### src/logic/speech_ctrl_regs.vh
// Register addresses, reset values, field positions and timing counts of the speech register file
`ifndef SPEECH_CTRL_REGS_VH
`define SPEECH_CTRL_REGS_VH

// =========================================================
// Register select codes on the load port
`define REG_LED_CFG      4'h0
`define REG_PAGE         4'h1
`define REG_EN_PRI       4'h2
`define REG_EN_SEC       4'h3
`define REG_STOP         4'h4
`define REG_GEN0         4'h5
`define REG_GEN1         4'h6
`define REG_GEN2         4'h7
`define REG_GEN3         4'h8

// =========================================================
// Reset values
`define RST_GEN          8'h20
`define RST_EN           8'h33
`define RST_LED_CFG      8'hFF
`define RST_STOP         8'h1F
`define RST_PAGE         8'h00

// =========================================================
// Field positions
`define LED_ALT_BIT      5
`define LAMP_ONE_SECT_BIT    4
`define LAMP_TWO_SECT_BIT    3
`define LAMP_ONE_VOL_BIT     2
`define EN_FALL_A_BIT    0
`define EN_FALL_B_BIT    1
`define EN_RISE_A_BIT    4
`define EN_RISE_B_BIT    5

// =========================================================
// Page mode option codes
`define PMODE_1          2'h0
`define PMODE_8          2'h1
`define PMODE_16         2'h2
`define PMODE_32         2'h3

// =========================================================
// Vector numbers
`define VEC_FALL_A       8'h00
`define VEC_FALL_B       8'h01
`define VEC_FALL_C       8'h08
`define VEC_FALL_D       8'h09
`define VEC_RISE_A       8'h04
`define VEC_RISE_B       8'h05
`define VEC_RISE_C       8'h0C
`define VEC_RISE_D       8'h0D
`define VEC_FALL_C4      8'h02
`define VEC_FALL_D4      8'h03
`define VEC_RISE_C4      8'h06
`define VEC_RISE_D4      8'h07
`define VEC_POI          8'h20

// =========================================================
// Timing: power-on delay in microseconds, clock period in nanoseconds
`define POI_DELAY_US     160000
`define CLK_PERIOD_NS    8
`define POI_DELAY_CYC    ((`POI_DELAY_US * 1000) / `CLK_PERIOD_NS)
`define FLASH_HALF_CYC   20833333

`endif

### src/logic/general_reg_bank.v
// Four 8-bit voice entry registers with registered read port
`timescale 1ns/100ps
`default_nettype none
`include "speech_ctrl_regs.vh"
module general_reg_bank (
  input  wire       clk,
  input  wire       rst_n,
  input  wire       wr_en,
  input  wire [1:0] wr_sel,
  input  wire [7:0] wr_data,
  input  wire       inc_en,
  input  wire [1:0] rd_sel,
  output reg  [7:0] rd_data
);
  reg [7:0] mem [0:3];
  integer   i;

  // =========================================================
  // Storage, load and increment
  always @(posedge clk or negedge rst_n) begin
    if (!rst_n) begin
      for (i = 0; i < 4; i = i + 1) begin
        mem[i] <= `RST_GEN;
      end
    end else begin
      if (wr_en) begin
        mem[wr_sel] <= wr_data;
      end
      if (inc_en && !(wr_en && wr_sel == 2'd0)) begin
        mem[0] <= mem[0] + 8'h01;
      end
    end
  end

  // Registered read
  always @(posedge clk or negedge rst_n) begin
    if (!rst_n) begin
      rd_data <= 8'h00;
    end else begin
      rd_data <= mem[rd_sel];
    end
  end
endmodule
`default_nettype wire

### src/logic/trigger_edge_detect.v
// Edge detector for one trigger pin with per-edge enables
`timescale 1ns/100ps
`default_nettype none
module trigger_edge_detect (
  input  wire clk,
  input  wire rst_n,
  input  wire pin,
  input  wire fall_en,
  input  wire rise_en,
  output reg  fall_req,
  output reg  rise_req
);
  reg last;

  // =========================================================
  // Previous level and gated edge pulses
  always @(posedge clk or negedge rst_n) begin
    if (!rst_n) begin
      last     <= 1'b1;                         // Pins idle high
      fall_req <= 1'b0;
      rise_req <= 1'b0;
    end else begin
      last     <= pin;
      fall_req <= last & ~pin & fall_en;
      rise_req <= ~last & pin & rise_en;
    end
  end
endmodule
`default_nettype wire

### src/logic/speech_ctrl_register_file.v
// Special-purpose register file and trigger-to-vector dispatch of the speech controller
`timescale 1ns/100ps
`default_nettype none
`include "speech_ctrl_regs.vh"
module speech_ctrl_register_file #(
  parameter [1:0]  PAGE_MODE   = `PMODE_1,      // Fixed page mode option
  parameter        CPU_MODE    = 0,             // 1 selects serial CPU mode
  parameter        FAST_OSC    = 1,             // 1: 3 MHz, 0: 1.5 MHz system clock
  parameter        PWM_OUT     = 0,             // 1: PWM voice, 0: DAC voice
  parameter        SIX_TRIG    = 1,             // 1: six-trigger vector map
  parameter [31:0] POI_CYCLES  = `POI_DELAY_CYC,
  parameter [31:0] FLASH_CYCLES = `FLASH_HALF_CYC
) (
  input  wire       ref_clk,
  input  wire       rst_b,
  input  wire       load_instr,
  input  wire [3:0] load_sel,
  input  wire [7:0] load_data,
  input  wire       inc_instr,
  input  wire       jump_req,
  input  wire [7:0] jump_vector,
  input  wire [1:0] rd_gen_sel,
  input  wire       trigger_a,
  input  wire       trigger_b,
  input  wire       trigger_c,
  input  wire       trigger_d,
  input  wire       section_led,
  input  wire       volume_active,
  input  wire       vector_ack,
  output reg  [7:0] gen_rd_data,
  output reg        vector_valid,
  output reg  [7:0] vector_num,
  output reg  [4:0] working_page,
  output reg  [7:0] vectors_per_page,
  output reg        interrupt_pulse,
  output reg  [4:0] stop_levels,
  output reg        lamp_one,
  output reg        lamp_two,
  output reg        cpu_mode_sel,
  output reg        fast_osc_option,
  output reg        pwm_out_sel
);
  // =========================================================
  // Reset release
  reg rst_s1;
  reg rst_n;
  // Assert at once, release two edges after the pin rises
  always @(posedge ref_clk or negedge rst_b) begin
    if (!rst_b) begin
      rst_s1 <= 1'b0;
      rst_n  <= 1'b0;
    end else begin
      rst_s1 <= 1'b1;
      rst_n  <= rst_s1;
    end
  end

  // =========================================================
  // Helpers
  function [4:0] page_mask;
    input [1:0] mode;
    begin
      case (mode)
        `PMODE_8:  page_mask = 5'h07;
        `PMODE_16: page_mask = 5'h0F;
        `PMODE_32: page_mask = 5'h1F;
        default:   page_mask = 5'h00;
      endcase
    end
  endfunction

  function [7:0] per_page;
    input [1:0] mode;
    begin
      case (mode)
        `PMODE_16: per_page = 8'h80;
        `PMODE_32: per_page = 8'h40;
        default:   per_page = 8'h00;            // 256 wraps to zero in 8 bits
      endcase
    end
  endfunction

  // Vector of trigger C or D for the fitted trigger count
  function [7:0] pick_vec;
    input [7:0] six_vec;
    input [7:0] four_vec;
    begin
      pick_vec = (SIX_TRIG != 0) ? six_vec : four_vec;
    end
  endfunction

  // =========================================================
  // Special registers
  reg [7:0] led_behaviour_config;
  reg [7:0] page_select;
  reg [7:0] edge_enable_primary;
  reg [7:0] edge_enable_secondary;
  reg [7:0] stop_output_levels;
  // General register loads go to the bank, not to this process
  wire      gen_wr = load_instr && load_sel >= `REG_GEN0 && load_sel <= `REG_GEN3;
  wire [3:0] gen_off = load_sel - `REG_GEN0;

  // Loads from the sequencer; don't-care bits stored as written
  // Selects past the last general register change nothing
  always @(posedge ref_clk or negedge rst_n) begin
    if (!rst_n) begin
      led_behaviour_config  <= `RST_LED_CFG;
      page_select           <= `RST_PAGE;
      edge_enable_primary   <= `RST_EN;
      edge_enable_secondary <= `RST_EN;
      stop_output_levels    <= `RST_STOP;
    end else if (load_instr) begin
      case (load_sel)
        `REG_LED_CFG: led_behaviour_config  <= load_data;
        `REG_PAGE:    page_select           <= load_data;
        `REG_EN_PRI:  edge_enable_primary   <= load_data;
        `REG_EN_SEC:  edge_enable_secondary <= load_data;
        `REG_STOP:    stop_output_levels    <= load_data;
        default: ;
      endcase
    end
  end

  // General registers; read data registered inside the bank
  wire [7:0] gen_rd_data_w;
  general_reg_bank u_gen (
    .clk     (ref_clk),
    .rst_n   (rst_n),
    .wr_en   (gen_wr),
    .wr_sel  (gen_off[1:0]),
    .wr_data (load_data),
    .inc_en  (inc_instr),
    .rd_sel  (rd_gen_sel),
    .rd_data (gen_rd_data_w)
  );

  // =========================================================
  // Trigger edges
  // One pulse per enabled edge; a disabled edge never leaves its detector
  wire fa, ra, fb, rb, fc, rc, fd, rd;
  trigger_edge_detect u_ta (
    .clk      (ref_clk),
    .rst_n    (rst_n),
    .pin      (trigger_a),
    .fall_en  (edge_enable_primary[`EN_FALL_A_BIT]),
    .rise_en  (edge_enable_primary[`EN_RISE_A_BIT]),
    .fall_req (fa),
    .rise_req (ra)
  );
  trigger_edge_detect u_tb (
    .clk      (ref_clk),
    .rst_n    (rst_n),
    .pin      (trigger_b),
    .fall_en  (edge_enable_primary[`EN_FALL_B_BIT]),
    .rise_en  (edge_enable_primary[`EN_RISE_B_BIT]),
    .fall_req (fb),
    .rise_req (rb)
  );
  trigger_edge_detect u_tc (
    .clk      (ref_clk),
    .rst_n    (rst_n),
    .pin      (trigger_c),
    .fall_en  (edge_enable_secondary[`EN_FALL_A_BIT]),
    .rise_en  (edge_enable_secondary[`EN_RISE_A_BIT]),
    .fall_req (fc),
    .rise_req (rc)
  );
  trigger_edge_detect u_td (
    .clk      (ref_clk),
    .rst_n    (rst_n),
    .pin      (trigger_d),
    .fall_en  (edge_enable_secondary[`EN_FALL_B_BIT]),
    .rise_en  (edge_enable_secondary[`EN_RISE_B_BIT]),
    .fall_req (fd),
    .rise_req (rd)
  );

  // =========================================================
  // Power-on delay and dispatch state machine
  localparam [2:0] ST_WAIT = 3'b001;
  localparam [2:0] ST_IDLE = 3'b010;
  localparam [2:0] ST_HOLD = 3'b100;
  // Wait runs the power-on delay; hold keeps a vector up until it is taken
  reg [2:0]  state;
  reg [31:0] poi_cnt;
  reg [7:0]  next_vec;
  reg        next_hit;

  // Priority selection of pending sources
  // Fixed order: trigger A fall first, jump last
  always @* begin
    next_hit = 1'b1;
    if (fa)            next_vec = `VEC_FALL_A;
    else if (ra)       next_vec = `VEC_RISE_A;
    else if (fb)       next_vec = `VEC_FALL_B;
    else if (rb)       next_vec = `VEC_RISE_B;
    else if (fc)       next_vec = pick_vec(`VEC_FALL_C, `VEC_FALL_C4);
    else if (rc)       next_vec = pick_vec(`VEC_RISE_C, `VEC_RISE_C4);
    else if (fd)       next_vec = pick_vec(`VEC_FALL_D, `VEC_FALL_D4);
    else if (rd)       next_vec = pick_vec(`VEC_RISE_D, `VEC_RISE_D4);
    else if (jump_req) next_vec = jump_vector;
    else begin
      next_vec = 8'h00;
      next_hit = 1'b0;
    end
  end

  // Vector dispatch; a new edge or jump preempts a held vector other than the power-on one
  // Edge requests last one cycle, so one not taken at once is lost
  always @(posedge ref_clk or negedge rst_n) begin
    if (!rst_n) begin
      state           <= ST_WAIT;
      poi_cnt         <= 32'h0;
      vector_valid    <= 1'b0;
      vector_num      <= 8'h00;
      interrupt_pulse <= 1'b0;
    end else begin
      interrupt_pulse <= 1'b0;
      case (state)
        ST_WAIT: begin
          if (poi_cnt >= POI_CYCLES - 32'h1) begin
            vector_valid    <= 1'b1;
            vector_num      <= `VEC_POI;
            interrupt_pulse <= 1'b1;
            state           <= ST_HOLD;
          end else begin
            poi_cnt <= poi_cnt + 32'h1;
          end
        end
        ST_IDLE: begin
          if (next_hit) begin
            vector_valid    <= 1'b1;
            vector_num      <= next_vec;
            interrupt_pulse <= 1'b1;
            state           <= ST_HOLD;
          end
        end
        ST_HOLD: begin
          // Power-on vector is never preempted; any other is
          if (next_hit && vector_num != `VEC_POI) begin
            vector_num      <= next_vec;
            interrupt_pulse <= 1'b1;
          end else if (vector_ack) begin
            vector_valid <= 1'b0;
            state        <= ST_IDLE;
          end
        end
        default: state <= ST_IDLE;
      endcase
    end
  end

  // =========================================================
  // Lamp flash timebase
  reg [31:0] flash_cnt;
  reg        flash_ph;
  // Phase flips every half period; both lamps share it
  always @(posedge ref_clk or negedge rst_n) begin
    if (!rst_n) begin
      flash_cnt <= 32'h0;
      flash_ph  <= 1'b0;
    end else if (flash_cnt >= FLASH_CYCLES - 32'h1) begin
      flash_cnt <= 32'h0;
      flash_ph  <= ~flash_ph;
    end else begin
      flash_cnt <= flash_cnt + 32'h1;
    end
  end

  // =========================================================
  // Registered outputs
  always @(posedge ref_clk or negedge rst_n) begin
    if (!rst_n) begin
      gen_rd_data      <= 8'h00;
      working_page     <= 5'h00;
      vectors_per_page <= 8'h00;
      stop_levels      <= 5'h00;
      lamp_one         <= 1'b0;
      lamp_two         <= 1'b0;
      cpu_mode_sel     <= 1'b0;
      fast_osc_option  <= 1'b0;
      pwm_out_sel      <= 1'b0;
    end else begin
      gen_rd_data      <= gen_rd_data_w;
      // Page bits beyond the mode's width are masked off here
      working_page     <= page_select[4:0] & page_mask(PAGE_MODE);
      vectors_per_page <= per_page(PAGE_MODE);
      stop_levels      <= stop_output_levels[4:0];
      // Lamp one follows the flash phase unless section or volume holds it off
      lamp_one <= flash_ph
                  & (~led_behaviour_config[`LAMP_ONE_SECT_BIT] | section_led)
                  & (~led_behaviour_config[`LAMP_ONE_VOL_BIT] | ~volume_active);
      // Lamp two in phase or antiphase, lit from section control or stop C
      lamp_two <= (led_behaviour_config[`LED_ALT_BIT] ? ~flash_ph : flash_ph)
                  & (led_behaviour_config[`LAMP_TWO_SECT_BIT] ? section_led
                                                          : stop_output_levels[2]);
      // Build-time options reflected for the rest of the device
      cpu_mode_sel     <= (CPU_MODE != 0);
      fast_osc_option  <= (FAST_OSC != 0);
      pwm_out_sel      <= (PWM_OUT != 0);
    end
  end
  // Options are parameters only; no load reaches them
endmodule
`default_nettype wire

### config.mk
export PLATFORM = sky130hd
export DESIGN_NAME = speech_ctrl_register_file
export DESIGN_NICKNAME = d
export VERILOG_FILES = /design/src/logic/general_reg_bank.v /design/src/logic/trigger_edge_detect.v /design/src/logic/speech_ctrl_register_file.v
export VERILOG_INCLUDE_DIRS = /design/src /design/src/logic
export SDC_FILE = /design/constraint.sdc
export NUM_CORES = 1
export LEC_CHECK = 0
export CAP_MARGIN = 20
export CORE_MARGIN = 1.5
export CORE_UTILIZATION = 55
export DETAILED_ROUTE_END_ITERATION = 12
export DONT_BUFFER_PORTS = 1
export HOLD_SLACK_MARGIN = 0.08
export PLACE_DENSITY = 0.7
export SLEW_MARGIN = 20
export SYNTH_ARGS = -nofsm -noshare
export SYNTH_HDL_FRONTEND = slang
export SYNTH_SLANG_ARGS = --single-unit
export TNS_END_PERCENT = 20
### constraint.sdc
create_clock -name ref_clk -period 11.1 [get_ports ref_clk]
set_clock_uncertainty 0.2 [all_clocks]
set_input_delay 1.665 -clock ref_clk [delete_from_list [all_inputs] [get_ports ref_clk]]
set_output_delay 1.665 -clock ref_clk [all_outputs]
set_load 0.005 [all_outputs]
## Yosys cells after proc, flatten, opt, wreduce, memory -nomap -nowiden

Index checks and enable logic that the tools add are counted.

- Reduce and logical (&&, ||, !) cells: 19
- Bitwise gates (word level): 36
- Equality and inequality tests: 12
- Add/sub/neg operators: 4
- Multiplexer cells: 47
- Order comparisons: 7

Operators by type and width:

| cell | count |
|---|---|
| 8-bit two-way mux | 16 |
| 32-bit by 1-bit adder with 32-bit output, second input constant | 2 |
| 32-bit by 25-bit >= comparator with 1-bit output, second input constant | 2 |
| 32-bit two-way mux | 2 |
| 32-bit bitwise mux | 1 |
| 8-bit case mux with 3 select lines | 1 |
| 1-bit AND | 19 |
| 1-bit two-way mux | 18 |
| 8-bit binary-select mux with 2-bit select | 1 |
| 8-bit demux with 2-bit select | 1 |
| 1-bit NOT | 13 |
| 3-bit two-way mux | 4 |
| 2-bit inequality test, second input constant | 5 |
| 2-bit AND reduction | 5 |
| 3-bit case mux with 3 select lines | 1 |
| 8-bit by 1-bit adder with 8-bit output, second input constant | 1 |
| 4-bit by 2-bit == test with 1-bit output, second input constant | 2 |
| 8-bit by 6-bit inequality test with 1-bit output, second input constant | 1 |
| 4-bit AND reduction | 2 |
| 3-bit >= comparator, second input constant | 2 |
| 1-bit logical AND | 6 |
| 2-bit NOT with 3-bit output | 2 |
| 1-bit case mux with 3 select lines | 2 |
| 5-bit AND reduction | 1 |
| 14 further kinds | 15 |

- Logic and storage cells: 160
- Register bits after elaboration: 171

## Logic depth before layout (Yosys ltp)

- Depth after elaboration: 12
- Depth in mapped cells: 8

## By module

Synthesis repeated with hierarchy kept, for this count alone.

- Cell total of the unflattened synthesis: 579
- Area total of the unflattened synthesis: 7,051.8 um^2

Modules (own cells, without submodules):

| module | times used | cells an instance | area an instance (um^2) |
|---|---|---|---|
| speech_ctrl_register_file | 1 | 443 | 4,958.5 |
| general_reg_bank | 1 | 116 | 1,717.9 |
| trigger_edge_detect | 4 | 5 | 93.8 |

## Worst setup path after synthesis

No wires, ideal clock.

- Path type: input-to-reg
- From: in jump_req
- To: reg vector_num[0]
- Stages: 4
- Arrival: 2,877 ps
- Setup time: 125 ps
- Buffers on the path: 0
- Slack: 7,898 ps
- Cells stage by stage: nor2_1 or3b_2 o221ai_4 mux2_2

- Cells in the longest elaborated chain, start to end: 12

Ends and longest elaborated chain:

| what | RTL line | text |
|---|---|---|
| start: declaration | speech_ctrl_register_file.v:20 | `input wire jump_req,` |
| 1-bit two-way mux | speech_ctrl_register_file.v:201 | `else if (jump_req) next_vec = jump_vector;` |
| 1-bit two-way mux | speech_ctrl_register_file.v:200 | `` else if (rd) next_vec = pick_vec(`VEC_RISE_D, `VEC_RISE_D4); `` |
| 1-bit two-way mux | speech_ctrl_register_file.v:199 | `` else if (fd) next_vec = pick_vec(`VEC_FALL_D, `VEC_FALL_D4); `` |
| 1-bit two-way mux | speech_ctrl_register_file.v:198 | `` else if (rc) next_vec = pick_vec(`VEC_RISE_C, `VEC_RISE_C4); `` |
| 1-bit two-way mux | speech_ctrl_register_file.v:197 | `` else if (fc) next_vec = pick_vec(`VEC_FALL_C, `VEC_FALL_C4); `` |
| 1-bit two-way mux | speech_ctrl_register_file.v:196 | `` else if (rb) next_vec = `VEC_RISE_B; `` |
| 1-bit two-way mux | speech_ctrl_register_file.v:195 | `` else if (fb) next_vec = `VEC_FALL_B; `` |
| 1-bit two-way mux | speech_ctrl_register_file.v:194 | `` else if (ra) next_vec = `VEC_RISE_A; `` |
| 1-bit two-way mux | speech_ctrl_register_file.v:193 | `` if (fa) next_vec = `VEC_FALL_A; `` |
| 1-bit logical AND (no line) | -- |  |
| 2-bit inequality test (no line) | -- |  |
| 4-bit AND reduction (no line) | -- |  |
| end signal: assignment | speech_ctrl_register_file.v:223 | `` vector_num <= `VEC_POI; `` |
| end signal: assignment | speech_ctrl_register_file.v:233 | `vector_num <= next_vec;` |
| end signal: assignment | speech_ctrl_register_file.v:241 | `vector_num <= next_vec;` |
| end: declaration | speech_ctrl_register_file.v:32 | `output reg [7:0] vector_num,` |

Several ways; a longest one is shown, not always the timed one. The select of a mux whose other input is x is not followed.
A chain may end at the register's enable or synchronous reset.

## Final worst setup path

- From: in jump_req
- To: reg vector_num[5]

Same word-level chain as after synthesis.

==> results.txt <==
status -> complete, no violations
GRT overflow -> 0
Worst Hold Class -> register to register
GPL Wtd Cong -> 0.7861
Leak -> 0.003342 uW
FF-to-FF Start -> poi_cnt[27]
final wirelength -> 12.32 mm
die height -> 115.6 um
predominant post-synthesis flop cell -> dfrtp_1
R2R setup slack -> 8.42 ns
Critical R2R Capture -> poi_cnt[1]
Seq/Total Area, Yosys -> 0.5971
Mapped Cells -> 560
final slew viol count -> 0
IO Pins -> 75
crit path kind -> primary input to register
DR pass1 iterations -> 4
commonest non-fill, non-tap cell in the layout -> dfrtp_1
I/O Buffers -> 0
synth warn -> 0
Place WS -> 7.607 ns
Data arrival, critical path -> 2.98 ns
post-synthesis async set-or-reset flop share -> 1.000
Slew headroom -> 0.4510
layout overhead on the synthesized area -> 11.02%
CTS Sinks -> 165
clock-pin slew on the worst setup and hold paths -> 0.06 ns
worst slew pin tran -> 0.8190 ns
crit path launch type -> primary input
Yosys cell types -> 57
Resize count post-CTS -> 0
initial drt markers -> 163
Yosys top cell area share -> 0.4991
Tmin final -> 2.871 ns
first-pass GRT wire length -> 20.91 mm
starting density of the core -> 0.5730
Fin. Hold Viols -> 0
PD cells -> 205.9 nW/um2
Area contributors post-synth -> dfrtp_1 50%, dfstp_2 9.8%, mux2_2 7.3%, xnor2_1 3.5%, xor2_1 3.4%
routed wire length per instance -> 16.33 um
Antenna Nets Post-Route -> 0
cts bufs inserted -> 17
pin count of the biggest net entering global routing -> 63
Post-CTS Setup Inserts -> 0
Yosys top cell by area -> dfrtp_1
critical-path maximum fanout -> 9
DRC viols -> 0
Core Box Area -> 12,160 um2
Fillers -> 902
GRT Resource Usage Total -> 0.2080
Setup-failing EPs final -> 0
Min Hold Slack -> 0.1511 ns
Max Cap Violations -> 0
WHS Endpoint -> gen_rd_data[6]
root buffer cell -> clkbuf_16
initial antenna violation count -> 0
f_max -> 0.3483 GHz
Synth Cell Area -> 6969 um2
clock buffer depth -> 2
Worst Hold Depth -> 0
VDD IR-drop max -> 0.1321 mV
Worst setup EP type -> register
vias in the first global route -> 4,127
# hold bufs at CTS -> 0
htree depth -> 4
Post-synth EDFFs -> 0
Post-Layout Cell Count -> 754
num rows -> 40
Period Utilization, post-route -> 0.2586
post-route setup TNS -> 0 ns
worst skew pair latency -> 0.42 ns
RSZ-0062 raised after global routing -> no
most frequent cells in the layout -> 138 x dfrtp_1, 52 x nor2_1, 45 x nand2_1, 45 x mux2_2, 28 x xnor2_1
Min-Delay Startpoint -> u_gen.rd_data[6]
placed insts -> 722
worst reg2reg path depth -> 5
die area -> 13,360 um2
worst setup margin -> 8.229 ns
CTS tree -> done
FF+latch count, synth -> 165
DP HPWL -> 8.394 mm
Via density -> 5.390
CP required -> 11.21 ns
layout cell share with drive strength beyond 1 -> 0.2201
die span in x -> 115.6 um
n_diodes -> 0
Syn Area/Cell -> 12.44 um2
Layout Nets -> 611
Vias -> 4,064
[worst max-delay path: stages]
cell and delay [ns]:
nor2_1 0.04, or3b_2 0.50, o221ai_4 0.39, mux2_2 0.38
[how the worst max path moves through the flow]
stage | start | slack (ns) | to | cells after the start
6_report | jump_req | 8.23 | vector_num[5] | 4
3_3_place_gp | load_sel[3] | 7.62 | u_gen.mem[22] | 3
2_1_floorplan | rst_n | 6.01 | fast_osc_option | 0
4_1_cts | load_sel[3] | 8.02 | u_gen.mem[22] | 3
3_5_place_dp | load_sel[3] | 7.61 | u_gen.mem[22] | 3
5_1_grt | jump_req | 8.18 | vector_num[2] | 4
[state kept, by name, indices dropped and copies added (netlist names), 5 cells and up]
signal              cells
stop_levels             5
u_gen.rd_data           8
vector_num              8
u_gen.mem              32
stop_output_levels      5
poi_cnt                32
flash_cnt              32
gen_rd_data             8
[through the flow]
step                  util  cell area (um2)  power [uW]
finish              0.6362             7737        1593
floorplan                -             7052       945.3
detailed placement  0.5841             7103       995.5
global route        0.6362             7737        1670
global placement    0.5841             7103       981.5
CTS                 0.6349             7721        1608
[kinds of logic after synthesis]
logic type	synth area share
AOI/OAI and AO/OA	0.03609
xor gates and xnor gates	0.06912
adders and majority gates	0.007182
buffers and inverters	0.03411
DFF	0.5971
muxes	0.1086
other	0.001078
and+or+nand+nor	0.1467
[final cells by class]
cell class | instances | area [um2] | area share
timing repair buffer | 3 | 22.52 | 0.002911
inverter | 14 | 52.55 | 0.006792
multi-input combinational | 372 | 2669 | 0.3449
clock inverter | 9 | 150.1 | 0.01940
tap | 168 | 210.2 | 0.02717
clock buffer | 23 | 467.9 | 0.06048
sequential | 165 | 4165 | 0.5383
[cells in the mapped netlist (2+ instances only)]
cell type / number
nand2_1: 45
nor2_1: 52
mux4_2: 8
nand2b_1: 5
nand4_1: 20
dfstp_2: 26
a211oi_1: 3
or4_4: 2
conb_1: 2
xnor2_1: 28
o21ai_0: 14
mux2_2: 45
clkbuf_1: 9
dfrtp_1: 139
mux2i_1: 7
ha_1: 4
buf_4: 15
xor2_1: 27
and3b_1: 4
nand3_1: 23
a21oi_1: 6
nor3_2: 3
inv_1: 14
nor3_1: 6
a41oi_1: 2
nor4_1: 9
and3_1: 8
buf_2: 5
[where the power goes]
group	internal, uW	switching [uW]	total (uW)	leakage, uW
Sequential	717	81.9	799	0.00208
Combinational	103	81.9	185	0.000961
Clock	387	222	609	0.000297
Total	1210	386	1590	0.00334
[metal layers]
layer | part of all wire | global-route usage | routed length [um]
met5 | 0 | 0 | 0
met4 | 0.021 | 0.08313 | 262
met3 | 0.051 | 0.07427 | 632
met2 | 0.48 | 0.3199 | 5960
met1 | 0.44 | 0.2723 | 5460
(Power assumes the default switching activity.)
